$ cat config.mk
export PLATFORM = sky130hd
export DESIGN_NAME = sp_serial_port
export DESIGN_NICKNAME = d
export VERILOG_FILES = /design/src/logic/sp_pkg.sv /design/src/logic/sp_fifo.sv /design/src/logic/sp_serial_port.sv
export SDC_FILE = /design/constraint.sdc
export NUM_CORES = 1
export LEC_CHECK = 0
export CAP_MARGIN = 30
export CORE_UTILIZATION = 55
export CTS_BUF_LIST = sky130_fd_sc_hd__clkbuf_2 sky130_fd_sc_hd__clkbuf_4 sky130_fd_sc_hd__clkbuf_8
export CTS_CLUSTER_SIZE = 12
export DETAILED_ROUTE_END_ITERATION = 8
export DONT_BUFFER_PORTS = 1
export PLACE_DENSITY = 0.73
export SLEW_MARGIN = 20
export SYNTH_ARGS = -nofsm -noshare
export SYNTH_HDL_FRONTEND = slang
export SYNTH_SLANG_ARGS = --single-unit
$ cat constraint.sdc
create_clock -name i_clk_sys -period 2.5 [get_ports i_clk_sys]
set_input_delay 0.25 -clock i_clk_sys [delete_from_list [all_inputs] [get_ports i_clk_sys]]
set_output_delay 0.25 -clock i_clk_sys [all_outputs]
set_load 0.05 [all_outputs]
$ cat src/logic/sp_pkg.sv
// Package of constants and types for the serial port datapath
package sp_pkg;
    localparam logic [7:0] SP_ADDR_TIMER = 8'h14;
    localparam logic [7:0] SP_ADDR_RECEIVE_HOLDING_BUFFER = 8'h16;
    localparam logic [7:0] SP_ADDR_TRANSMIT_HOLDING_BUFFER = 8'h17;
    localparam int SP_DATA_W = 8;
    localparam int SP_FIFO_DEPTH = 16;
    localparam logic [1:0] SP_PRESCALE_LAST = 2'h3;
    localparam logic [3:0] SP_MIN_LEN = 4'h5;
    localparam logic [2:0] SP_VOTE_A = 3'h3;
    localparam logic [2:0] SP_VOTE_B = 3'h4;
    localparam logic [2:0] SP_VOTE_C = 3'h5;
    localparam logic [2:0] SP_PHASE_LAST = 3'h7;
    localparam logic [7:0] SP_TIMER_RESET = 8'h00;

    typedef enum logic [1:0] {
        SP_ASYNC = 2'b00,
        SP_ISO = 2'b01,
        SP_SIO = 2'b10
    } sp_mode_t;

    typedef enum logic [1:0] {
        SP_RX_IDLE = 2'b00,
        SP_RX_HUNT = 2'b01,
        SP_RX_BITS = 2'b10
    } sp_rx_state_t;

    typedef enum logic [2:0] {
        SP_TX_IDLE = 3'b000,
        SP_TX_START = 3'b001,
        SP_TX_DATA = 3'b010,
        SP_TX_PAR = 3'b011,
        SP_TX_STOP = 3'b100
    } sp_tx_state_t;

    typedef struct packed {
        sp_mode_t mode;
        logic [1:0] len_code;
        logic parity_en;
        logic parity_odd;
        logic two_stop;
        logic clk_internal;
    } sp_cfg_t;

    typedef struct packed {
        logic transmit_room_flag;
        logic receive_full_flag;
        logic transmitter_idle_flag;
        logic parity_fault_flag;
        logic overrun_flag;
        logic framing_fault_flag;
    } sp_status_t;
endpackage

$ cat src/logic/sp_fifo.sv
// Parameterised FIFO for the transmit data path
`timescale 1ns/100ps
`default_nettype none
module sp_fifo #(
    parameter int WIDTH = 8,
    parameter int DEPTH = 16
) (
    input wire logic i_clk_sys,
    input wire logic i_reset_n,
    input wire logic i_flush,
    input wire logic i_in_valid,
    output logic o_in_ready,
    input wire logic [WIDTH-1:0] i_in_data,
    output logic o_out_valid,
    input wire logic i_out_ready,
    output logic [WIDTH-1:0] o_out_data
);
    localparam int AW = $clog2(DEPTH);
    logic [WIDTH-1:0] mem [DEPTH];
    logic [AW:0] wr_ptr;
    logic [AW:0] rd_ptr;
    wire push = i_in_valid && o_in_ready;
    wire pop = o_out_valid && i_out_ready;

    assign o_out_valid = wr_ptr != rd_ptr;
    assign o_in_ready = (wr_ptr[AW-1:0] != rd_ptr[AW-1:0]) || (wr_ptr[AW] == rd_ptr[AW]);
    assign o_out_data = mem[rd_ptr[AW-1:0]];

    always_ff @(posedge i_clk_sys)
    begin
        if (push)
            mem[wr_ptr[AW-1:0]] <= i_in_data;
    end

    always_ff @(posedge i_clk_sys or negedge i_reset_n)
    begin
        if (!i_reset_n)
        begin
            wr_ptr <= '0;
            rd_ptr <= '0;
        end
        else if (i_flush)
        begin
            wr_ptr <= '0;
            rd_ptr <= '0;
        end
        else
        begin
            wr_ptr <= wr_ptr + (AW+1)'(push);
            rd_ptr <= rd_ptr + (AW+1)'(pop);
        end
    end
endmodule // sp_fifo
`default_nettype wire

$ cat src/logic/sp_serial_port.sv
// Serial port datapath: baud timer, receiver, transmitter and flags
`timescale 1ns/100ps
`default_nettype none
module sp_serial_port (
    input wire logic i_clk_sys,
    input wire logic i_reset_n,
    input wire logic [7:0] i_pf_addr,
    input wire logic i_pf_wr,
    input wire logic i_pf_rd,
    input wire logic [7:0] i_pf_wdata,
    output logic [7:0] o_pf_rdata,
    input wire sp_pkg::sp_cfg_t i_cfg,
    input wire logic i_ctl_wr,
    input wire logic i_receive_enable_bit,
    input wire logic i_transmit_enable_bit,
    input wire logic i_port_soft_reset,
    input wire logic i_error_clear_bit,
    input wire logic i_serial_irq_clear,
    input wire logic i_irq_ack,
    input wire logic i_rxd,
    input wire logic i_sclk,
    output logic o_sclk,
    output logic o_sclk_oe_n,
    output logic o_sclk_level,
    output logic o_txd,
    output logic o_serial_irq_flag,
    output sp_pkg::sp_status_t o_status
);
    import sp_pkg::*;

    function automatic logic [7:0] right_align(input logic [7:0] sh, input logic [1:0] code);
        right_align = sh >> (2'h3 - code);
    endfunction

    // ------------------------------------------------------------
    // Input synchronisers and baud timer
    // ------------------------------------------------------------
    logic [2:0] sclk_sync;
    logic [2:0] rxd_sync;
    logic ext_lvl;
    logic rxd_lvl;
    logic [1:0] pre;
    logic [7:0] reload;
    logic [7:0] count;
    logic sclk_int;
    logic gate_en;
    logic s_prev;
    logic rx_en;
    logic tx_en;
    wire ureset = i_port_soft_reset;
    wire is_sio = i_cfg.mode == SP_SIO;
    wire [3:0] len = SP_MIN_LEN + {2'b00, i_cfg.len_code};
    wire pre_tick = pre == SP_PRESCALE_LAST;
    wire timer_zero = pre_tick && count == 8'h00;
    wire wr_timer = i_pf_wr && i_pf_addr == SP_ADDR_TIMER;
    wire wr_transmit_holding_buffer = i_pf_wr && i_pf_addr == SP_ADDR_TRANSMIT_HOLDING_BUFFER;
    wire rd_receive_holding_buffer = i_pf_rd && i_pf_addr == SP_ADDR_RECEIVE_HOLDING_BUFFER;
    // Serial I/O gates the clock so the pin rests high between frames
    wire pin_val = (is_sio && !gate_en) ? 1'b1 : sclk_int;
    wire s_lvl = i_cfg.clk_internal ? pin_val : ext_lvl;
    wire s_rise = !ureset && s_lvl && !s_prev;
    wire s_fall = !ureset && !s_lvl && s_prev;

    always_ff @(posedge i_clk_sys or negedge i_reset_n)
    begin
        if (!i_reset_n)
        begin
            sclk_sync <= 3'h7;
            rxd_sync <= 3'h7;
            ext_lvl <= 1'b1;
            rxd_lvl <= 1'b1;
            pre <= 2'h0;
            reload <= SP_TIMER_RESET;
            count <= SP_TIMER_RESET;
            sclk_int <= 1'b1;
            s_prev <= 1'b1;
        end
        else
        begin
            sclk_sync <= {sclk_sync[1:0], i_sclk};
            rxd_sync <= {rxd_sync[1:0], i_rxd};
            // A change counts only once stages two and three agree
            if (sclk_sync[1] == sclk_sync[2])
                ext_lvl <= sclk_sync[2];
            if (rxd_sync[1] == rxd_sync[2])
                rxd_lvl <= rxd_sync[2];
            pre <= pre + 2'h1;
            if (wr_timer)
                reload <= i_pf_wdata;
            if (pre_tick)
                count <= (count == 8'h00) ? reload : count - 8'h01;
            if (timer_zero)
                sclk_int <= !sclk_int;
            s_prev <= s_lvl;
        end
    end

    // ------------------------------------------------------------
    // Receiver
    // ------------------------------------------------------------
    sp_rx_state_t rx_state;
    logic [2:0] rph;
    logic [1:0] votes;
    logic [3:0] ridx;
    logic [7:0] rsh;
    logic rpar;
    logic rx_last;
    logic rx_done;
    logic rx_fe;
    logic rx_pe;
    logic [7:0] rx_buf;
    wire majority = (votes[0] & votes[1]) | (votes[0] & rxd_lvl) | (votes[1] & rxd_lvl);
    wire async_mode = i_cfg.mode == SP_ASYNC;
    wire rbit_ev = s_rise && rx_state == SP_RX_BITS && (!async_mode || rph == SP_VOTE_C);
    wire rbit = async_mode ? majority : rxd_lvl;
    wire rx_is_data = ridx < len;
    wire rx_sio_end = is_sio && ridx == len - 4'h1;
    // In communication modes the shifter keeps assembling with the receiver disabled
    wire rx_load = rx_done && (is_sio || rx_en);

    always_ff @(posedge i_clk_sys or negedge i_reset_n)
    begin
        if (!i_reset_n)
        begin
            rx_state <= SP_RX_IDLE;
            rph <= 3'h0;
            votes <= 2'h0;
            ridx <= 4'h0;
            rsh <= 8'h00;
            rpar <= 1'b0;
            rx_last <= 1'b1;
            rx_done <= 1'b0;
            rx_fe <= 1'b0;
            rx_pe <= 1'b0;
        end
        else if (ureset)
        begin
            rx_state <= SP_RX_IDLE;
            rx_last <= 1'b1;
            rx_done <= 1'b0;
        end
        else
        begin
            rx_done <= 1'b0;
            if (s_rise)
            begin
                rx_last <= rxd_lvl;
                rph <= rph + 3'h1;
                if (rph == SP_VOTE_A)
                    votes[0] <= rxd_lvl;
                if (rph == SP_VOTE_B)
                    votes[1] <= rxd_lvl;
            end
            unique case (rx_state)
                SP_RX_IDLE:
                begin
                    ridx <= 4'h0;
                    rpar <= 1'b0;
                    // A stale parity result must not reach a later frame sent without parity
                    rx_pe <= 1'b0;
                    // Enable drops one edge after done, so done alone blocks a second frame
                    if (is_sio && rx_en && !rx_done)
                        rx_state <= SP_RX_BITS;
                    else if (!is_sio && s_rise && rx_last && !rxd_lvl)
                    begin
                        rph <= 3'h1;
                        rx_state <= async_mode ? SP_RX_HUNT : SP_RX_BITS;
                    end
                end
                SP_RX_HUNT:
                    if (s_rise && rph == SP_VOTE_C)
                        rx_state <= majority ? SP_RX_IDLE : SP_RX_BITS;
                SP_RX_BITS:
                    if (rbit_ev)
                    begin
                        ridx <= ridx + 4'h1;
                        if (rx_is_data)
                        begin
                            rsh <= {rbit, rsh[7:1]};
                            rpar <= rpar ^ rbit;
                        end
                        else if (i_cfg.parity_en && ridx == len)
                            rx_pe <= rpar ^ rbit ^ i_cfg.parity_odd;
                        else
                        begin
                            rx_fe <= !rbit;
                            rx_done <= 1'b1;
                            rx_state <= SP_RX_IDLE;
                        end
                        if (rx_sio_end)
                        begin
                            rx_pe <= 1'b0;
                            rx_fe <= 1'b0;
                            rx_done <= 1'b1;
                            rx_state <= SP_RX_IDLE;
                        end
                    end
                default:
                    rx_state <= SP_RX_IDLE;
            endcase
        end
    end

    // ------------------------------------------------------------
    // Transmitter with FIFO holding buffer
    // ------------------------------------------------------------
    sp_tx_state_t tx_state;
    logic [2:0] tph;
    logic [3:0] tidx;
    logic [1:0] sidx;
    logic [7:0] tsh;
    logic tpar;
    logic fifo_in_ready;
    logic fifo_valid;
    logic [7:0] fifo_data;
    wire tx_load = tx_state == SP_TX_IDLE && tx_en && fifo_valid && !ureset;
    wire tstep = s_fall && (!async_mode || tph == SP_PHASE_LAST);
    wire sio_tx_end = is_sio && s_rise && tidx == len;

    sp_fifo #(.WIDTH(SP_DATA_W), .DEPTH(SP_FIFO_DEPTH)) u_fifo (
        .i_clk_sys(i_clk_sys),
        .i_reset_n(i_reset_n),
        .i_flush(ureset),
        .i_in_valid(wr_transmit_holding_buffer),
        .o_in_ready(fifo_in_ready),
        .i_in_data(i_pf_wdata),
        .o_out_valid(fifo_valid),
        .i_out_ready(tx_load),
        .o_out_data(fifo_data)
    );

    always_ff @(posedge i_clk_sys or negedge i_reset_n)
    begin
        if (!i_reset_n)
        begin
            tx_state <= SP_TX_IDLE;
            tph <= 3'h0;
            tidx <= 4'h0;
            sidx <= 2'h0;
            tsh <= 8'h00;
            tpar <= 1'b0;
            o_txd <= 1'b1;
        end
        else if (ureset)
        begin
            tx_state <= SP_TX_IDLE;
            o_txd <= 1'b1;
        end
        else
        begin
            if (s_fall)
                tph <= tph + 3'h1;
            unique case (tx_state)
                SP_TX_IDLE:
                    if (tx_load)
                    begin
                        tsh <= fifo_data;
                        tidx <= 4'h0;
                        tpar <= 1'b0;
                        tx_state <= is_sio ? SP_TX_DATA : SP_TX_START;
                    end
                SP_TX_START:
                    if (s_fall)
                    begin
                        o_txd <= 1'b0;
                        tph <= 3'h0;
                        tx_state <= SP_TX_DATA;
                    end
                SP_TX_DATA:
                    if (sio_tx_end)
                        tx_state <= SP_TX_IDLE;
                    else if (tstep && tidx != len)
                    begin
                        o_txd <= tsh[0];
                        tpar <= tpar ^ tsh[0];
                        tsh <= tsh >> 1;
                        tidx <= tidx + 4'h1;
                    end
                    else if (tstep && !is_sio)
                    begin
                        o_txd <= i_cfg.parity_en ? tpar ^ i_cfg.parity_odd : 1'b1;
                        sidx <= 2'h1;
                        tx_state <= i_cfg.parity_en ? SP_TX_PAR : SP_TX_STOP;
                    end
                SP_TX_PAR:
                    if (tstep)
                    begin
                        o_txd <= 1'b1;
                        tx_state <= SP_TX_STOP;
                    end
                SP_TX_STOP:
                    if (tstep)
                    begin
                        sidx <= sidx + 2'h1;
                        if (sidx == (i_cfg.two_stop ? 2'h2 : 2'h1))
                            tx_state <= SP_TX_IDLE;
                    end
                default:
                    tx_state <= SP_TX_IDLE;
            endcase
            if (is_sio && tstep && tidx == len)
                o_txd <= 1'b1;
        end
    end

    // ------------------------------------------------------------
    // Enables, flags and register answers
    // ------------------------------------------------------------
    wire sio_active = is_sio && (tx_state != SP_TX_IDLE || rx_state == SP_RX_BITS);
    wire irq_set = rx_load || tx_load;
    wire error_clear_any = i_error_clear_bit || ureset;

    always_ff @(posedge i_clk_sys or negedge i_reset_n)
    begin
        if (!i_reset_n)
        begin
            rx_en <= 1'b0;
            tx_en <= 1'b0;
            gate_en <= 1'b0;
            rx_buf <= 8'h00;
            o_pf_rdata <= 8'h00;
            o_sclk <= 1'b1;
            o_sclk_oe_n <= 1'b1;
            o_sclk_level <= 1'b1;
            o_serial_irq_flag <= 1'b0;
            o_status <= 6'b111000;
        end
        else
        begin
            if (i_ctl_wr)
            begin
                rx_en <= i_receive_enable_bit;
                tx_en <= i_transmit_enable_bit;
            end
            if (ureset)
                rx_en <= 1'b0;
            else if (rx_done && is_sio)
                rx_en <= 1'b0;
            if (sclk_int)
                gate_en <= sio_active;
            o_sclk <= pin_val;
            o_sclk_oe_n <= ureset || !i_cfg.clk_internal;
            o_sclk_level <= s_lvl;
            if (i_pf_rd)
                o_pf_rdata <= (i_pf_addr == SP_ADDR_TIMER) ? count
                    : (i_pf_addr == SP_ADDR_RECEIVE_HOLDING_BUFFER) ? rx_buf : 8'h00;
            if (rx_load)
                rx_buf <= right_align(rsh, i_cfg.len_code);
            if (i_serial_irq_clear || i_irq_ack || ureset)
                o_serial_irq_flag <= 1'b0;
            if (irq_set && !ureset)
                o_serial_irq_flag <= 1'b1;
            o_status.transmit_room_flag <= ureset || fifo_in_ready;
            o_status.transmitter_idle_flag <= ureset || (!fifo_valid && !wr_transmit_holding_buffer
                && tx_state == SP_TX_IDLE && !tx_load);
            if (rd_receive_holding_buffer || ureset)
                o_status.receive_full_flag <= ureset;
            if (error_clear_any)
            begin
                o_status.parity_fault_flag <= 1'b0;
                o_status.overrun_flag <= 1'b0;
                o_status.framing_fault_flag <= 1'b0;
            end
            if (rx_load && !ureset)
            begin
                o_status.receive_full_flag <= 1'b1;
                if (o_status.receive_full_flag && !rd_receive_holding_buffer)
                    o_status.overrun_flag <= 1'b1;
                if (rx_pe)
                    o_status.parity_fault_flag <= 1'b1;
                if (rx_fe)
                    o_status.framing_fault_flag <= 1'b1;
            end
        end
    end

    // ------------------------------------------------------------
    // Checks
    // ------------------------------------------------------------
    property p_irq_on_rx;
        @(posedge i_clk_sys) disable iff (!i_reset_n) rx_load && !ureset |=> o_serial_irq_flag && o_status.receive_full_flag;
    endproperty
    a_irq_on_rx: assert property (p_irq_on_rx) else $error("frame end did not raise flags");
    property p_irq_on_tx;
        @(posedge i_clk_sys) disable iff (!i_reset_n) tx_load |=> o_serial_irq_flag && tx_state != SP_TX_IDLE;
    endproperty
    a_irq_on_tx: assert property (p_irq_on_tx) else $error("shifter load did not raise irq");
    property p_read_clears;
        @(posedge i_clk_sys) disable iff (!i_reset_n) rd_receive_holding_buffer && !rx_load && !ureset |=> !o_status.receive_full_flag;
    endproperty
    a_read_clears: assert property (p_read_clears) else $error("buffer read left full flag");
    property p_overrun;
        @(posedge i_clk_sys) disable iff (!i_reset_n)
            rx_load && !ureset && o_status.receive_full_flag && !rd_receive_holding_buffer |=> o_status.overrun_flag;
    endproperty
    a_overrun: assert property (p_overrun) else $error("overrun not flagged");
    property p_soft_reset;
        @(posedge i_clk_sys) disable iff (!i_reset_n) ureset |=> o_txd && o_sclk_oe_n && o_status.transmit_room_flag;
    endproperty
    a_soft_reset: assert property (p_soft_reset) else $error("soft reset outputs wrong");
    property p_sio_rest;
        @(posedge i_clk_sys) disable iff (!i_reset_n) is_sio && !gate_en ##1 is_sio |-> o_sclk;
    endproperty
    a_sio_rest: assert property (p_sio_rest) else $error("idle serial I/O clock not high");
    property p_tx_stops;
        @(posedge i_clk_sys) disable iff (!i_reset_n) tx_state == SP_TX_IDLE && !tx_en |=> tx_state == SP_TX_IDLE;
    endproperty
    a_tx_stops: assert property (p_tx_stops) else $error("transmit started while disabled");
    property p_timer_read;
        @(posedge i_clk_sys) disable iff (!i_reset_n) i_pf_rd && i_pf_addr == SP_ADDR_TIMER |=> o_pf_rdata == $past(count);
    endproperty
    a_timer_read: assert property (p_timer_read) else $error("timer read not live count");
    property p_err_clear;
        @(posedge i_clk_sys) disable iff (!i_reset_n) i_error_clear_bit && !rx_load |=> !o_status.framing_fault_flag;
    endproperty
    a_err_clear: assert property (p_err_clear) else $error("error clear ignored");
endmodule // sp_serial_port
`default_nettype wire

=== After elaboration in Yosys (flattened, before gate mapping) ===
Memories as Yosys holds them, arrays and structs flattened.
Index checks and enable logic that the tools add are counted.
W data, S select, Z words.

* Memories kept: 1
* Bits of input ports: 37
* Logic and storage cells: 314
* Bits in read-only memories: 0
* Output and inout port bits: 19
* Bits in writable memories: 128
* Bits in latches: 0
* Bits in registers: 112

* Reductions and logical operators: 93
* Order comparisons: 1
* Bitwise logic cells: 10
* Eq/ne operators: 53
* Shifts and indexed selects: 1
* Add/sub/neg operators: 12
* Multipliers: 0
* Muxes and demuxes: 100
* Divide/modulo/power cells: 0

{| class="wikitable"
|+ Memory list
! name !! depth !! width !! read ports !! clocked after memory_dff !! wr ports !! line !! source
|-
| u_fifo.mem || 16 || 8 || 1 || 0 || 1 || sp_fifo.sv:19 || <nowiki>logic [WIDTH-1:0] mem [DEPTH];</nowiki>
|}

{| class="wikitable"
|+ Operators by type and width
! kind !! number
|-
| $mux W3 || 19
|-
| $mux W8 || 6
|-
| $mux W1 || 43
|-
| $logic_and A1 B1 Y1 || 40
|-
| $mux W2 || 16
|-
| $ne A4 B4 Y1 const B || 8
|-
| $ne A3 B3 Y1 const B || 9
|-
| $reduce_and A5 Y1 || 5
|-
| $eq A8 B5 Y1 const B || 3
|-
| $ne A2 B2 Y1 const B || 9
|-
| $mux W4 || 4
|-
| $pmux W4 S2 || 2
|-
| $pmux W8 S2 || 1
|-
| $logic_not A1 Y1 || 15
|-
| $pmux W3 S5 || 1
|-
| $logic_or A1 B1 Y1 || 13
|-
| $eq A3 B3 Y1 const B || 4
|-
| $eq A4 B4 Y1 || 3
|-
| $reduce_bool A2 Y1 || 6
|-
| $add A5 B1 Y5 || 2
|-
| $mux W5 || 2
|-
| $eq A3 B2 Y1 const B || 3
|-
| $reduce_and A3 Y1 || 3
|-
| $add A4 B1 Y4 const B || 2
|-
| 33 further kinds || 51
|}

=== Depth between registers and ports, before layout ===
Gate-level depths: netlist (run 1).

* Depth after elaboration: 15
* Gate-level depth with buffers: 10
* Gate-level depth less buffers: 9

=== By module ===
Synthesis (run 1) repeated with hierarchy kept, for this count alone.

* Cells, all modules: 809
* Area, all modules: 11079.4 µm²

{| class="wikitable"
|+ By module, submodules not included
! module !! times used !! cells each !! area an instance (µm²) !! seq. area each (µm²)
|-
| sp_fifo || 1 || 290 || 5795.6 || 4093.9
|-
| sp_serial_port || 1 || 519 || 5283.8 || 2573.7
|}

=== Least setup slack after synthesis (run 1) ===
No wires, ideal clock.

* Kind: register -> register
* Start point: reg u_fifo.wr_ptr[3]
* End point: mem u_fifo.mem[0][0], enable pin
* Library setup time: 0.383 ns
* Period minus slack after synthesis: 2.541 ns
* Cell stages (with the launch flop): 7
* Path buffers: 1
* Slack: -0.041 ns
* Data arrival time: 2.157 ns
* Data required time: 2.117 ns
* Cells stage by stage: dfrtp_1 -> clkbuf_1 -> xor2_1 -> nor4_1 -> nor2b_1 -> or4_1 -> nor3_1

* Word-level cells in the longest chain between the ends: 5

{| class="wikitable"
|+ RTL lines
! element !! line !! source
|-
| from (decl) || sp_fifo.sv:20 || <nowiki>logic [AW:0] wr_ptr;</nowiki>
|-
| from (signal assigned) || sp_fifo.sv:49 || <nowiki>wr_ptr <= wr_ptr + (AW+1)'(push);</nowiki>
|-
| $ne A4 B4 Y1 || sp_fifo.sv:26 || <nowiki>assign o_in_ready = (wr_ptr[AW-1:0] != rd_ptr[AW-1:0]) || (wr_ptr[AW] == rd_ptr[AW]);</nowiki>
|-
| $logic_or A1 B1 Y1 || sp_fifo.sv:26 ||
|-
| $logic_and A1 B1 Y1 || sp_fifo.sv:22 || <nowiki>wire push = i_in_valid && o_in_ready;</nowiki>
|-
| $mux W1 || sp_fifo.sv:31 || <nowiki>if (push)</nowiki>
|-
| $mux W1 (implied by the code) || sp_fifo.sv:32 || <nowiki>mem[wr_ptr[AW-1:0]] <= i_in_data;</nowiki>
|-
| to (decl) || sp_fifo.sv:19 ||
|}

Several ways; a longest one is shown, not always the timed one.

=== Worst setup path in the final report (run 1) ===
* Start point: reg sclk_int
* End point: reg tx_state[2]

* Word-level cells in the longest chain between the ends: 9
* Elaborated cells between the ends (all ways): 21
* Those cells by class: eq/ne: 5; mux: 5; reduce/logical: 11

{| class="wikitable"
|+ RTL lines
! element !! line !! source
|-
| from (decl) || sp_serial_port.sv:45 || <nowiki>logic sclk_int;</nowiki>
|-
| from (signal assigned) || sp_serial_port.sv:93 || <nowiki>sclk_int <= !sclk_int;</nowiki>
|-
| $mux W1 (*) || sp_serial_port.sv:59 || <nowiki>wire pin_val = (is_sio && !gate_en) ? 1'b1 : sclk_int;</nowiki>
|-
| $mux W1 (*) || sp_serial_port.sv:60 || <nowiki>wire s_lvl = i_cfg.clk_internal ? pin_val : ext_lvl;</nowiki>
|-
| $logic_not A1 Y1 or $logic_and A1 B1 Y1 (tied branches) || sp_serial_port.sv:62, sp_serial_port.sv:61 ||
|-
| $logic_and A1 B1 Y1, on equally long branches || sp_serial_port.sv:62, sp_serial_port.sv:61 ||
|-
| $logic_and A1 B1 Y1, on equally long branches || sp_serial_port.sv:62, sp_serial_port.sv:218 ||
|-
| $logic_and A1 B1 Y1, on equally long branches || sp_serial_port.sv:217, sp_serial_port.sv:218 ||
|-
| $logic_and A1 B1 Y1, or another cell as far along || sp_serial_port.sv:279 || <nowiki>else if (tstep && !is_sio)</nowiki>
|-
| $ne A4 B4 Y1 (no source line) or $pmux W3 S5 (tied branches) || n/a ||
|-
| $reduce_and A7 Y1 (no source line) or $mux W3 (tied branches) || n/a ||
|-
| to (signal assigned) || sp_serial_port.sv:260 || <nowiki>tx_state <= is_sio ? SP_TX_DATA : SP_TX_START;</nowiki>
|-
| to (signal assigned) || sp_serial_port.sv:283 || <nowiki>tx_state <= i_cfg.parity_en ? SP_TX_PAR : SP_TX_STOP;</nowiki>
|-
| to (decl) || sp_serial_port.sv:207 || <nowiki>sp_tx_state_t tx_state;</nowiki>
|}

Mark *: on every way between the ends. The rest lies on a longest branch, timed or not.
A chain may end at the register's enable or synchronous reset.

==> metrics.md, run 1 <==
| Metric | Value |
|---|---|
| Fin cells | around 1,100 |
| Setup bufs post-CTS | 0 |
| Final period utilization | 95.2% |
| Hold crit path type | input pin to async pin |
| Root Buffer | clkbuf_8 |
| Seq/Total Area, Yosys | 62.8% |
| WP data required | between 2 and 3 ns |
| Multi-input logic area | 0.00374 mm² |
| GRT Overall Usage | between 20% and 30% |
| Total routed wirelength | 22,300 µm |
| Max IR drop VDD | 547 µV |
| Hold Violations, Final | 112 |
| PD cells | a little over 700 mW/mm² |
| Antenna Violating Nets Remaining | 0 |
| First-pass GRT wire length | 36,000 µm |
| Post-synth EDFFs | 128 |
| Syn_nets | between 800 and 900 |
| Final setup viols | 0 |
| CP arrival | around 2.8 ns |
| # H-tree levels | 2 |
| Via count | 6,721 |
| Boundary pin count | 56 |
| Die Wd | 141 µm |
| Hold slack | -0.581 ns |
| Buffers on Ports | 0 |
| Final TNS setup | 0 ns |
| Num CTS Buffers | 39 |
| CTS Hold Buffers Added | 23 |
| DR vias/cell | ~6 |
| Largest fanout on the critical path | 7 |
| RSZ-0062 raised after global routing | false |
| Clock sinks | 240 |
| Die Span Y | 141 µm |
| NumNets Final | 912 |
| Max-cap violations | 0 |
| Crit path launch type | flip-flop |
| Post-route minimum period | between 2 and 2.5 ns |
| Post-Syn Area | 0.0106 mm² |
| Mapped Cells | 779 |
| Synth area leaders | edfxtp_1, dfrtp_1, mux4_2 |
| Vias in the first global route | just under 7,000 |
| Initial Util | roughly 56% |
| Die ar. | about 0.020 mm² |
| Slew at the pin with the worst max-slew slack | roughly 0.86 ns |
| # DRC | 0 |
| Post-DR wirelength/cell | 19.5 µm |
| TritonCTS clock tree | yes |
| Initial antenna violation count | 3 |
| Leakage | 4.74 nW |
| Failing checks | hold timing |
| Slew Limit Fails | 0 |
| Clock slew at reported path FFs | 0.06 ns |
| Status | finished with violations |
| Worst slew margin | around 43% |
| CP endpoint kind | flip-flop |
| Mapped Avg Cell Area | 13.6 µm² |
| Worst Skew | 0.0244 ns |
| Critical setup path kind | flip-flop to flip-flop |
| Hpwl dp | 14,800 µm |
| Async S/R FF share, synth | 46.7% |
| Largest net degree at the start of global routing | 113 |
| Syn-to-layout area delta | 14.6% |
| Post-synth top area share | 36.2% |
| Skew-Pair Late Insertion Delay | between 0.5 and 0.6 ns |
| Core ar. | between 0.015 and 0.02 mm² |
| DRT Pass-1 Iters | 5 |
| Max clock buf depth | 3 |
| #FFs+latches synth | between 200 and 250 |
| FP Rows | 50 |
| Number of synthesis warnings | 0 |
| Share of cells above drive strength 1 | 22.4% |
| Cell taking the most area after synthesis | edfxtp_1 |
| Gpl congestion | 0.898 |
| GR Overflow Total | 0 |
| # placed instances | approximately 1,000 |
| Netlist cell types | 69 |
| Post-synth top flop | edfxtp_1 |
| Fillers | 1,366 |
| Drt initial violations | 519 |
| FF/Latch Area | 0.00667 mm² |
| Peak Freq | 420 MHz |
## sequential cells by signal (all words and copies together), names as in the netlist, 2 cells and up, named ones only
name,cells
rx_state,2
count,8
o_pf_rdata,8
tx_state,3
tidx,4
u_fifo.rd_ptr,5
tph,2
sclk_sync,3
u_fifo.mem,128
u_fifo.wr_ptr,5
rph,3
o_status,6
rx_buf,8
rxd_sync,3
pre,2
votes,2
tsh,8
ridx,4
sidx,2
reload,8
rsh,8
## layer usage
metal  GRT usage [%]  share of wire (%)  wire [µm]  vias to the layer above
met5               0              0.058         13                        -
met4            8.64                2.7        593                        2
met3            4.99                6.0       1340                       53
met2            38.5                 48      10800                      227
met1            31.2                 43       9610                     3360
li1                -                  -          -                     3079
## cells by family (layout without fill, tap and decap cells)
| group | count (synthesis) | in the layout | synth area share, % |
|---|---|---|---|
| other cells | 0 | 2 | 0 |
| buf+inv | 57 | 159 | 2.11 |
| fa+ha+maj | 24 | 24 | 2.78 |
| mux | 74 | 74 | 11.2 |
| compound gates | 145 | 145 | 8.65 |
| flops | 240 | 240 | 62.8 |
| simple gates | 218 | 218 | 10.4 |
| xor+xnor | 21 | 21 | 2.02 |
## stage by stage
| step | hold slack, ns | instance area [µm²] | power, mW | setup WS (ns) | util [%] |
|---|---|---|---|---|---|
| after floorplan | -0.0456 | 10600 | 5.25 | 0.118 | - |
| after global placement | -0.0434 | 11100 | 5.39 | 0.103 | 59.2 |
| after detailed placement | -0.0433 | 11100 | 5.46 | 0.0827 | 59.2 |
| after CTS | -0.606 | 12200 | 8.92 | 0.107 | 64.5 |
| after global routing | -0.614 | 12200 | 9.23 | 0.00886 | 64.6 |
| final | -0.581 | 12200 | 8.86 | 0.119 | 64.6 |
## path summary, 6_finish.rpt
path	from	to	slack, ns	cells past startpoint
worst max-delay path	sclk_int$_DFFE_PN1P_	tx_state[2]$_DFFE_PN0P_	0.12	6
worst min register to register	sclk_sync[0]$_DFF_PN1_	sclk_sync[1]$_DFF_PN1_	0.36	0
min in group i_clk_sys	i_cfg[5]	rx_buf[0]$_DFFE_PN0P_	0.03	3
worst min-delay path	i_reset_n	ridx[1]$_DFFE_PN0P_	-0.58	0
worst max register to register	sclk_int$_DFFE_PN1P_	tx_state[2]$_DFFE_PN0P_	0.12	6
max in group asynchronous	i_reset_n	o_status[5]$_DFF_PN1_	2.86	0
## power by group
part,switching (mW),leakage (nW),internal [mW]
clock network,1.47,0.413,1.90
registers,0.245,2.61,4.40
logic,0.467,1.72,0.362
total,2.19,4.74,6.67
## what timing repair did
item                       in CTS  in global routing
setup endpoints to repair       0                  3
hold endpoints to repair      290                112
gates resized for setup         0                  3
## critical path, cell delays in order (launching register included)
cell,delay (ns)
dfstp_2,0.39
mux2i_2,0.25
nand3_2,0.19
or4_1,0.56
a31o_1,0.28
or4b_1,0.48
a21oi_1,0.14
## synthesized netlist by cell type (all sizes together), types with 5 or more instances
cell,number
and2,8
nor3,12
a22o,5
a31o,5
nand3b,5
or3,7
o21ai,47
nand2,55
a21oi,39
xnor2,8
mux2i,15
nand2b,10
nand3,18
nor2b,22
a31oi,7
mux2,26
dfrtp,95
dfstp,17
inv,25
ha,22
clkbuf,23
xor2,11
a221o,8
buf,8
nor2,52
mux4,33
nor4,6
edfxtp,128
a22oi,6
## layout make-up
type / count / area share (%)
Antenna cell: 2 / 0.0411
Tap cell: 260 / 2.67
Sequential cell: 240 / 54.8
Inverter: 26 / 0.802
Multi-Input combinational cell: 482 / 30.7
Clock buffer: 57 / 5.78
Clock inverter: 12 / 0.648
Timing Repair Buffer: 64 / 4.52
## layout by cell type, fill, tap and decap left out, types with 7 or more instances in the layout
cell,netlist,final
a31oi_1,7,7
nand2b_1,10,10
clkbuf_4,0,13
clkinv_1,1,8
nor2b_1,22,21
mux4_2,33,33
a221o_1,8,8
mux2i_1,14,14
clkbuf_8,0,44
nand2_1,55,55
o21ai_0,47,47
xor2_1,11,11
buf_4,1,40
xnor2_1,8,8
dfrtp_1,95,94
ha_1,22,22
dlygate4sd3_1,0,23
dfstp_2,17,17
nor2_1,52,52
mux2_2,26,26
inv_1,25,25
edfxtp_1,128,128
a21oi_1,39,39
and2_1,7,7
nand3_1,17,17
nor3_1,12,10
(Power assumes the default switching activity.)
==> inputs of run 2 (changes only) <==
--- a/config.mk
+++ b/config.mk
@@ -11,6 +11,7 @@
 export CTS_CLUSTER_SIZE = 12
 export DETAILED_ROUTE_END_ITERATION = 8
 export DONT_BUFFER_PORTS = 1
+export MAX_ROUTING_LAYER = met4
 export PLACE_DENSITY = 0.73
 export SLEW_MARGIN = 20
 export SYNTH_ARGS = -nofsm -noshare
==> run 2 against run 1 <==
The run still ends with hold timing left. Global-route usage rose by 1.1 points. Routed wire length rose by 1.0%. Register-to-register slack improved by 0.03 ns. Worst setup slack improved by 0.025 ns. Die area did not move. Utilization rose by 0.27 points.
==> metrics.md, run 2 (synthesized netlist as in run 1, its figures left out) <==
| Metric | Value |
|---|---|
| Clock sinks | 240 (unchanged) |
| Worst Skew | 0.0187 ns (-0.00566 ns) |
| Largest fanout on the critical path | 7 (unchanged) |
| CP arrival | 2.82 ns (+0.02 ns) |
| # DRC | 0 (unchanged) |
| Slew Limit Fails | 0 (unchanged) |
| DR top layer | met4 |
| Total routed wirelength | 22,600 µm (+1.0%) |
| R2R cell count | 6 (unchanged) |
| GR Overflow Total | 0 (unchanged) |
| Commonest non-fill, non-tap cell in the layout | edfxtp_1 |
| Hold Violations, Final | 112 (unchanged) |
| First-pass GRT wire length | 36,300 µm (+0.79%) |
| Leakage | 4.76 nW (+0.40%) |
| Met3 wire len | 1400 µm (+4.9%) |
| WP data required | 2.96 ns (+0.04 ns) |
| Syn-to-layout area delta | 15.1% |
| Root Buffer | clkbuf_8 |
| Via count | 6,725 (+0.060%) |
| DRT Pass-1 Iters | 5 (unchanged) |
| Fillers | 1,386 (+1.5%) |
| Fin cells | 1,149 (+0.52%) |
| Die ar. | 0.0199 mm² (unchanged) |
| Placed cell area | 0.0111 mm² (unchanged) |
| Hold slack | -0.604 ns (-0.0234 ns) |
| Peak Freq | 425 MHz (+1.1%) |
| R2r startpoint | sclk_int$_DFFE_PN1P_ |
| Status | finished with violations |
| TritonCTS clock tree | yes |
| Max IR drop VDD | 495 µV (-9.7%) |
| Hold crit path type | input pin to async pin |
| Post-DR wirelength/cell | 19.6 µm (+0.52%) |
| Gpl congestion | 0.903 (+0.55%) |
| Boundary pin count | 56 (unchanged) |
| Setup bufs post-CTS | 0 (unchanged) |
| Max clock buf depth | 3 (unchanged) |
| DR vias/cell | 5.85 (-0.46%) |
| Initial antenna violation count | 3 (unchanged) |
| GRT Overall Usage | 24.7% (+1.1 points) |
| R2r endpoint | tx_state[2]$_DFFE_PN0P_ |
| R2r setup slk | 0.14 ns (+0.03 ns) |
| NumNets Final | 915 (+0.33%) |
| Clock slew at reported path FFs | 0.06 ns (about the same) |
| Final TNS setup | 0 ns (unchanged) |
| Die Wd | 141 µm (unchanged) |
| Core ar. | 0.0188 mm² (unchanged) |
| Final setup viols | 0 (unchanged) |
| Hpwl dp | 14,700 µm (-0.83%) |
| Post-route minimum period | 2.36 ns (-0.0253 ns) |
| Multi-input logic area | 0.00375 mm² (+0.33%) |
| PD cells | 730 mW/mm² (+0.36%) |
| Num CTS Buffers | 40 (+2.6%) |
| RSZ-0062 raised after global routing | false |
| # H-tree levels | 2 (unchanged) |
| Most frequent cells in the layout | edfxtp_1, dfrtp_1, nand2_1 |
| Max-cap violations | 0 (unchanged) |
| Failing checks | hold timing |
| Max FFs per register | 128 (unchanged) |
| Crit path launch type | flip-flop |
| Initial Util | 56.4% (unchanged) |
| Drt initial violations | 525 (+1.2%) |
| Critical setup path kind | flip-flop to flip-flop |
| Vias in the first global route | 6,907 (-0.42%) |
| Largest net degree at the start of global routing | 113 (unchanged) |
| CP endpoint kind | flip-flop |
| WL met2 | 10,900 µm (+1.3%) |
| Worst slew margin | 44.0% (+1.2 points) |
| Share of cells above drive strength 1 | 22.8% (+0.44 points) |
| FP Rows | 50 (unchanged) |
| CTS Hold Buffers Added | 25 (+8.7%) |
| Antenna Violating Nets Remaining | 0 (unchanged) |
| Skew-Pair Late Insertion Delay | 0.55 ns (+0.02 ns) |
| Slew at the pin with the worst max-slew slack | 0.838 ns (-0.0179 ns) |
| FF/Latch Area | 0.00667 mm² (unchanged) |
| Post-route cell area | 0.0122 mm² (+0.42%) |
| Final period utilization | 94.2% (-1.0 points) |
| Buffers on Ports | 0 (unchanged) |
| # placed instances | 1,049 (unchanged) |
| Wire length on met1 | 9650 µm (+0.34%) |
| Die Span Y | 141 µm (unchanged) |
## run 2: cell count changes in the layout (fill, tap and decap cells not counted)
| cell | change |
|---|---|
| nor4_2 | +1 |
| inv_6 | +1 |
| inv_8 | +1 |
| nor4b_1 | -1 |
| clkbuf_8 | -1 |
| diode_2 | +1 |
| clkinv_2 | +2 |
| dlygate4sd3_1 | +2 |
| nor4b_2 | +1 |
| nor4_1 | -1 |
## run 2: repair_timing
action / CTS / global route
endpoints found under the hold margin: 291 / 112
endpoints found under the setup margin: 0 / 6
gates resized for setup: 0 / 5
## run 2: how the worst max path moves through the flow
stage / start / end / slack [ns] / cells after the start
detailed placement: i_cfg[4] / tx_state[2]$_DFFE_PN0P_ / 0.1 / 7
global placement: i_cfg[4] / tx_state[2]$_DFFE_PN0P_ / 0.12 / 7
finish: sclk_int$_DFFE_PN1P_ / tx_state[2]$_DFFE_PN0P_ / 0.14 / 6
floorplan: u_fifo.wr_ptr[3]$_DFF_PN0_ / u_fifo.mem[2][0]$_DFFE_PP_ / 0.12 / 7
CTS: u_fifo.wr_ptr[1]$_DFF_PN0_ / u_fifo.wr_ptr[4]$_DFF_PN0_ / 0.14 / 9
global route: sclk_int$_DFFE_PN1P_ / tx_state[2]$_DFFE_PN0P_ / 0.01 / 6
## run 2: area by class of cell
cell class	instances	area share, %
sequential	240	54.6
multi-input combinational	482	30.7
clock buffer	56	5.64
timing repair buffer	66	4.67
tap	260	2.66
clock inverter	16	0.891
inverter	26	0.798
antenna	3	0.0614
## run 2: critical path, cell delays in order, from the launching register on
cell and delay [ns]:
dfstp_2 0.39, mux2i_2 0.24, nand3_2 0.19, or4_1 0.55, a31o_1 0.28, or4b_1 0.48, a21oi_1 0.13
## run 2: power by group
part / internal, mW / switching [mW] / leakage, nW / total [mW]
logic: 0.363 / 0.459 / 1.73 / 0.822
clock network: 1.90 / 1.55 / 0.424 / 3.45
registers: 4.40 / 0.248 / 2.61 / 4.65
total: 6.67 / 2.26 / 4.76 / 8.93
## run 2: through the flow
stage | total power, mW | setup slack [ns] | util (%)
after floorplan | 5.25 | 0.118 | -
after global placement | 5.39 | 0.119 | 59.2
after detailed placement | 5.46 | 0.0964 | 59.2
after CTS | 9.00 | 0.139 | 64.7
after global routing | 9.29 | 0.0124 | 64.9
final | 8.93 | 0.144 | 64.9
## run 2: metal layers
metal / up-vias / GRT usage (%)
li1: 3100 / -
met1: 3349 / 31.4
met2: 226 / 39.7
met3: 50 / 4.69
met4: 0 / 9.27
met5: - / -
==> inputs of run 3 (changes only) <==
==> constraint.sdc (replaced) <==
create_clock -name i_clk_sys -period 2.5 [get_ports i_clk_sys]
set_input_delay 0.125 -clock i_clk_sys [delete_from_list [all_inputs] [get_ports i_clk_sys]]
set_output_delay 0.125 -clock i_clk_sys [all_outputs]
set_load 0.05 [all_outputs]
==> run 3 against run 2 <==
Clock-buffer cell count down 1. Cell area up 0.93%. Hold slack worse by 0.12 ns. Critical path type unchanged. Worst setup slack worse by 0.00075 ns. The flow still finishes with violations (hold timing). Routed wire length up 3.6%.
==> metrics.md, run 3 (synthesized netlist as in run 1, its figures left out) <==
| Metric | Value |
|---|---|
| Hpwl dp | 15,600 µm (+5.9%) |
| Slew Limit Fails | 0 (unchanged) |
| Worst slew margin | 49.3% (+5.4 points) |
| Sequential share of power | 50.1% (-2.0 points) |
| Die Wd | 141 µm (unchanged) |
| Placed cell area | 0.0111 mm² (about the same) |
| Max IR drop VDD | 825 µV (+67%) |
| Vias in the first global route | 7,002 (+1.4%) |
| Clock sinks | 240 (unchanged) |
| Family with the most delay on the worst path | simple AND/OR/NAND/NOR gates |
| Max-cap violations | 0 (unchanged) |
| Max FFs per register | 128 (unchanged) |
| Via count | 6,839 (+1.7%) |
| CP arrival | 2.82 ns (about the same) |
| CP endpoint kind | flip-flop |
| Share of cells above drive strength 1 | 22.6% (-0.21 points) |
| Commonest non-fill, non-tap cell in the layout | edfxtp_1 |
| Largest fanout on the critical path | 7 (unchanged) |
| Syn-to-layout area delta | 16.2% |
| Status | finished with violations |
| Fin cells | 1,150 (+0.087%) |
| # placed instances | 1,048 (-0.095%) |
| First-pass GRT wire length | 36,800 µm (+1.4%) |
| Antenna Violating Nets Remaining | 0 (unchanged) |
| GR Overflow Total | 0 (unchanged) |
| Post-route minimum period | 2.36 ns (+0.000755 ns) |
| # H-tree levels | 2 (unchanged) |
| CTS Hold Buffers Added | 29 (+16%) |
| Root Buffer | clkbuf_8 |
| Post-route cell area | 0.0123 mm² (+0.93%) |
| TritonCTS clock tree | yes |
| Final WS setup | 0.144 ns (-0.000755 ns) |
| Fin util | 65.5% (+0.60 points) |
| Slowest-stage cell, CP | or4_1 |
| DR vias/cell | 5.95 (+1.6%) |
| Worst Skew | 0.0229 ns (+0.00417 ns) |
| Hold slack | -0.724 ns (-0.120 ns) |
| Clock slew at reported path FFs | 0.06 ns (about the same) |
| Crit-path max cell delay | 0.56 ns (about the same) |
| Overall power | 9.31 mW (+4.3%) |
| Initial antenna violation count | 0 (-3) |
| Leakage | 4.82 nW (+1.3%) |
| Cells along the critical path | mux2i_2 > nand3_2 > or4_1 > a31o_1 > or4b_1 > a21oi_1 |
| Critical setup path kind | flip-flop to flip-flop |
| Sw power | 2.29 mW (+1.3%) |
| Failing checks | hold timing |
| Die Span Y | 141 µm (unchanged) |
| Post-DR wirelength/cell | 20.3 µm (+3.5%) |
| Num CTS Buffers | 40 (unchanged) |
| FP Rows | 50 (unchanged) |
| Total routed wirelength | 23,400 µm (+3.6%) |
| Die ar. | 0.0199 mm² (unchanged) |
| Sw frac | 24.6% (-0.73 points) |
| DRT Pass-1 Iters | 8 (+3) |
| Ant diodes | 0 (-3) |
| RSZ-0062 raised after global routing | false |
| # DRC | 0 (unchanged) |
| Final period utilization | 94.3% (about the same) |
| Final setup viols | 0 (unchanged) |
| GRT Overall Usage | 25.1% (+0.47 points) |
| PD cells | 755 mW/mm² (+3.4%) |
| Fillers | 1,382 (-0.29%) |
| Setup slack at placement | 0.126 ns (+0.0291 ns) |
| FF/Latch Area | 0.00667 mm² (unchanged) |
| Core ar. | 0.0188 mm² (unchanged) |
| Final TNS setup | 0 ns (unchanged) |
| Boundary pin count | 56 (unchanged) |
| Worst Path Buf+Inv | 0 (unchanged) |
| Logic pwr share | 9.0% (-0.2 points) |
| Peak Freq | 424 MHz (about the same) |
| Hold crit path type | input pin to async pin |
| Largest net degree at the start of global routing | 113 (unchanged) |
| Hold Violations, Final | 112 (unchanged) |
| Most frequent cells in the layout | edfxtp_1, dfrtp_1, nand2_1 |
| NumNets Final | 919 (+0.44%) |
| Slew at the pin with the worst max-slew slack | 0.757 ns (-0.0804 ns) |
| WP data required | 2.96 ns (about the same) |
| Skew-Pair Late Insertion Delay | 0.54 ns (about the same) |
| Multi-input logic area | 0.00374 mm² (-0.50%) |
| Buffers on Ports | 0 (unchanged) |
| Internal power | 7.02 mW (+5.4%) |
| Gpl congestion | 0.912 (+1.0%) |
| Clock Power Share | 40.9% (+2.2 points) |
| Crit path launch type | flip-flop |
| Drt initial violations | 479 (-8.8%) |
| Initial Util | 56.4% (unchanged) |
| Max clock buf depth | 3 (unchanged) |
-- run 3: cell types whose count changed in the layout (fill, tap and decap cells not counted), sizes merged --
cell	before	now
bufinv	1	4
clkinvlp	1	0
clkbuf	56	55
dlygate4sd3	25	29
diode	3	0
inv	27	26
-- run 3: layout make-up --
type	instances	area share (%)
flip-flops and latches	240	54.1
multi-input cells	482	30.3
clock buffers	55	5.73
repair buffers	70	5.01
well taps	260	2.64
clock inverters	17	1.49
inverters	26	0.791
-- run 3: worst paths after layout --
path / startpoint / to / slack [ns] / cells after the start
min in group i_clk_sys: i_cfg[0] / o_sclk_level$_DFF_PN1_ / 0.03 / 3
max: sclk_int$_DFFE_PN1P_ / tx_state[2]$_DFFE_PN0P_ / 0.14 / 6
min: i_reset_n / votes[1]$_DFFE_PN0P_ / -0.72 / 0
max in group asynchronous: i_reset_n / o_status[5]$_DFF_PN1_ / 3.00 / 0
min reg2reg: rxd_sync[0]$_DFF_PN1_ / rxd_sync[1]$_DFF_PN1_ / 0.35 / 0
max reg2reg: sclk_int$_DFFE_PN1P_ / tx_state[2]$_DFFE_PN0P_ / 0.14 / 6
-- run 3: repair_timing --
| item | CTS | global route |
|---|---|---|
| buffers inserted | 0 | 0 |
| endpoints found under the setup margin | 0 | 2 |
| endpoints found under the hold margin | 307 | 112 |
| gates resized for setup | 0 | 1 |
-- run 3: worst register-to-register path, cell delays in order (launching register included) --
cell and delay [ns]:
dfstp_2 0.39, mux2i_2 0.24, nand3_2 0.19, or4_1 0.56, a31o_1 0.29, or4b_1 0.48
a21oi_1 0.13
-- run 3: power groups by stage --
| stage | clock network (mW) | logic (mW) | registers [mW] |
|---|---|---|---|
| after detailed placement | 0 | 0.737 | 4.73 |
| after global placement | 0 | 0.684 | 4.71 |
| after global routing | 4.05 | 0.942 | 4.69 |
| final | 3.81 | 0.839 | 4.66 |
| after floorplan | 0 | 0.571 | 4.67 |
| after CTS | 3.88 | 0.829 | 4.66 |
-- run 3: metal layers --
metal / wire length (µm) / vias to the layer above / GRT usage, %
li1: - / 3093 / -
met1: 10100 / 3443 / 32.2
met2: 11300 / 251 / 40.2
met3: 1320 / 52 / 4.38
met4: 658 / 0 / 10.1
met5: 0 / - / -
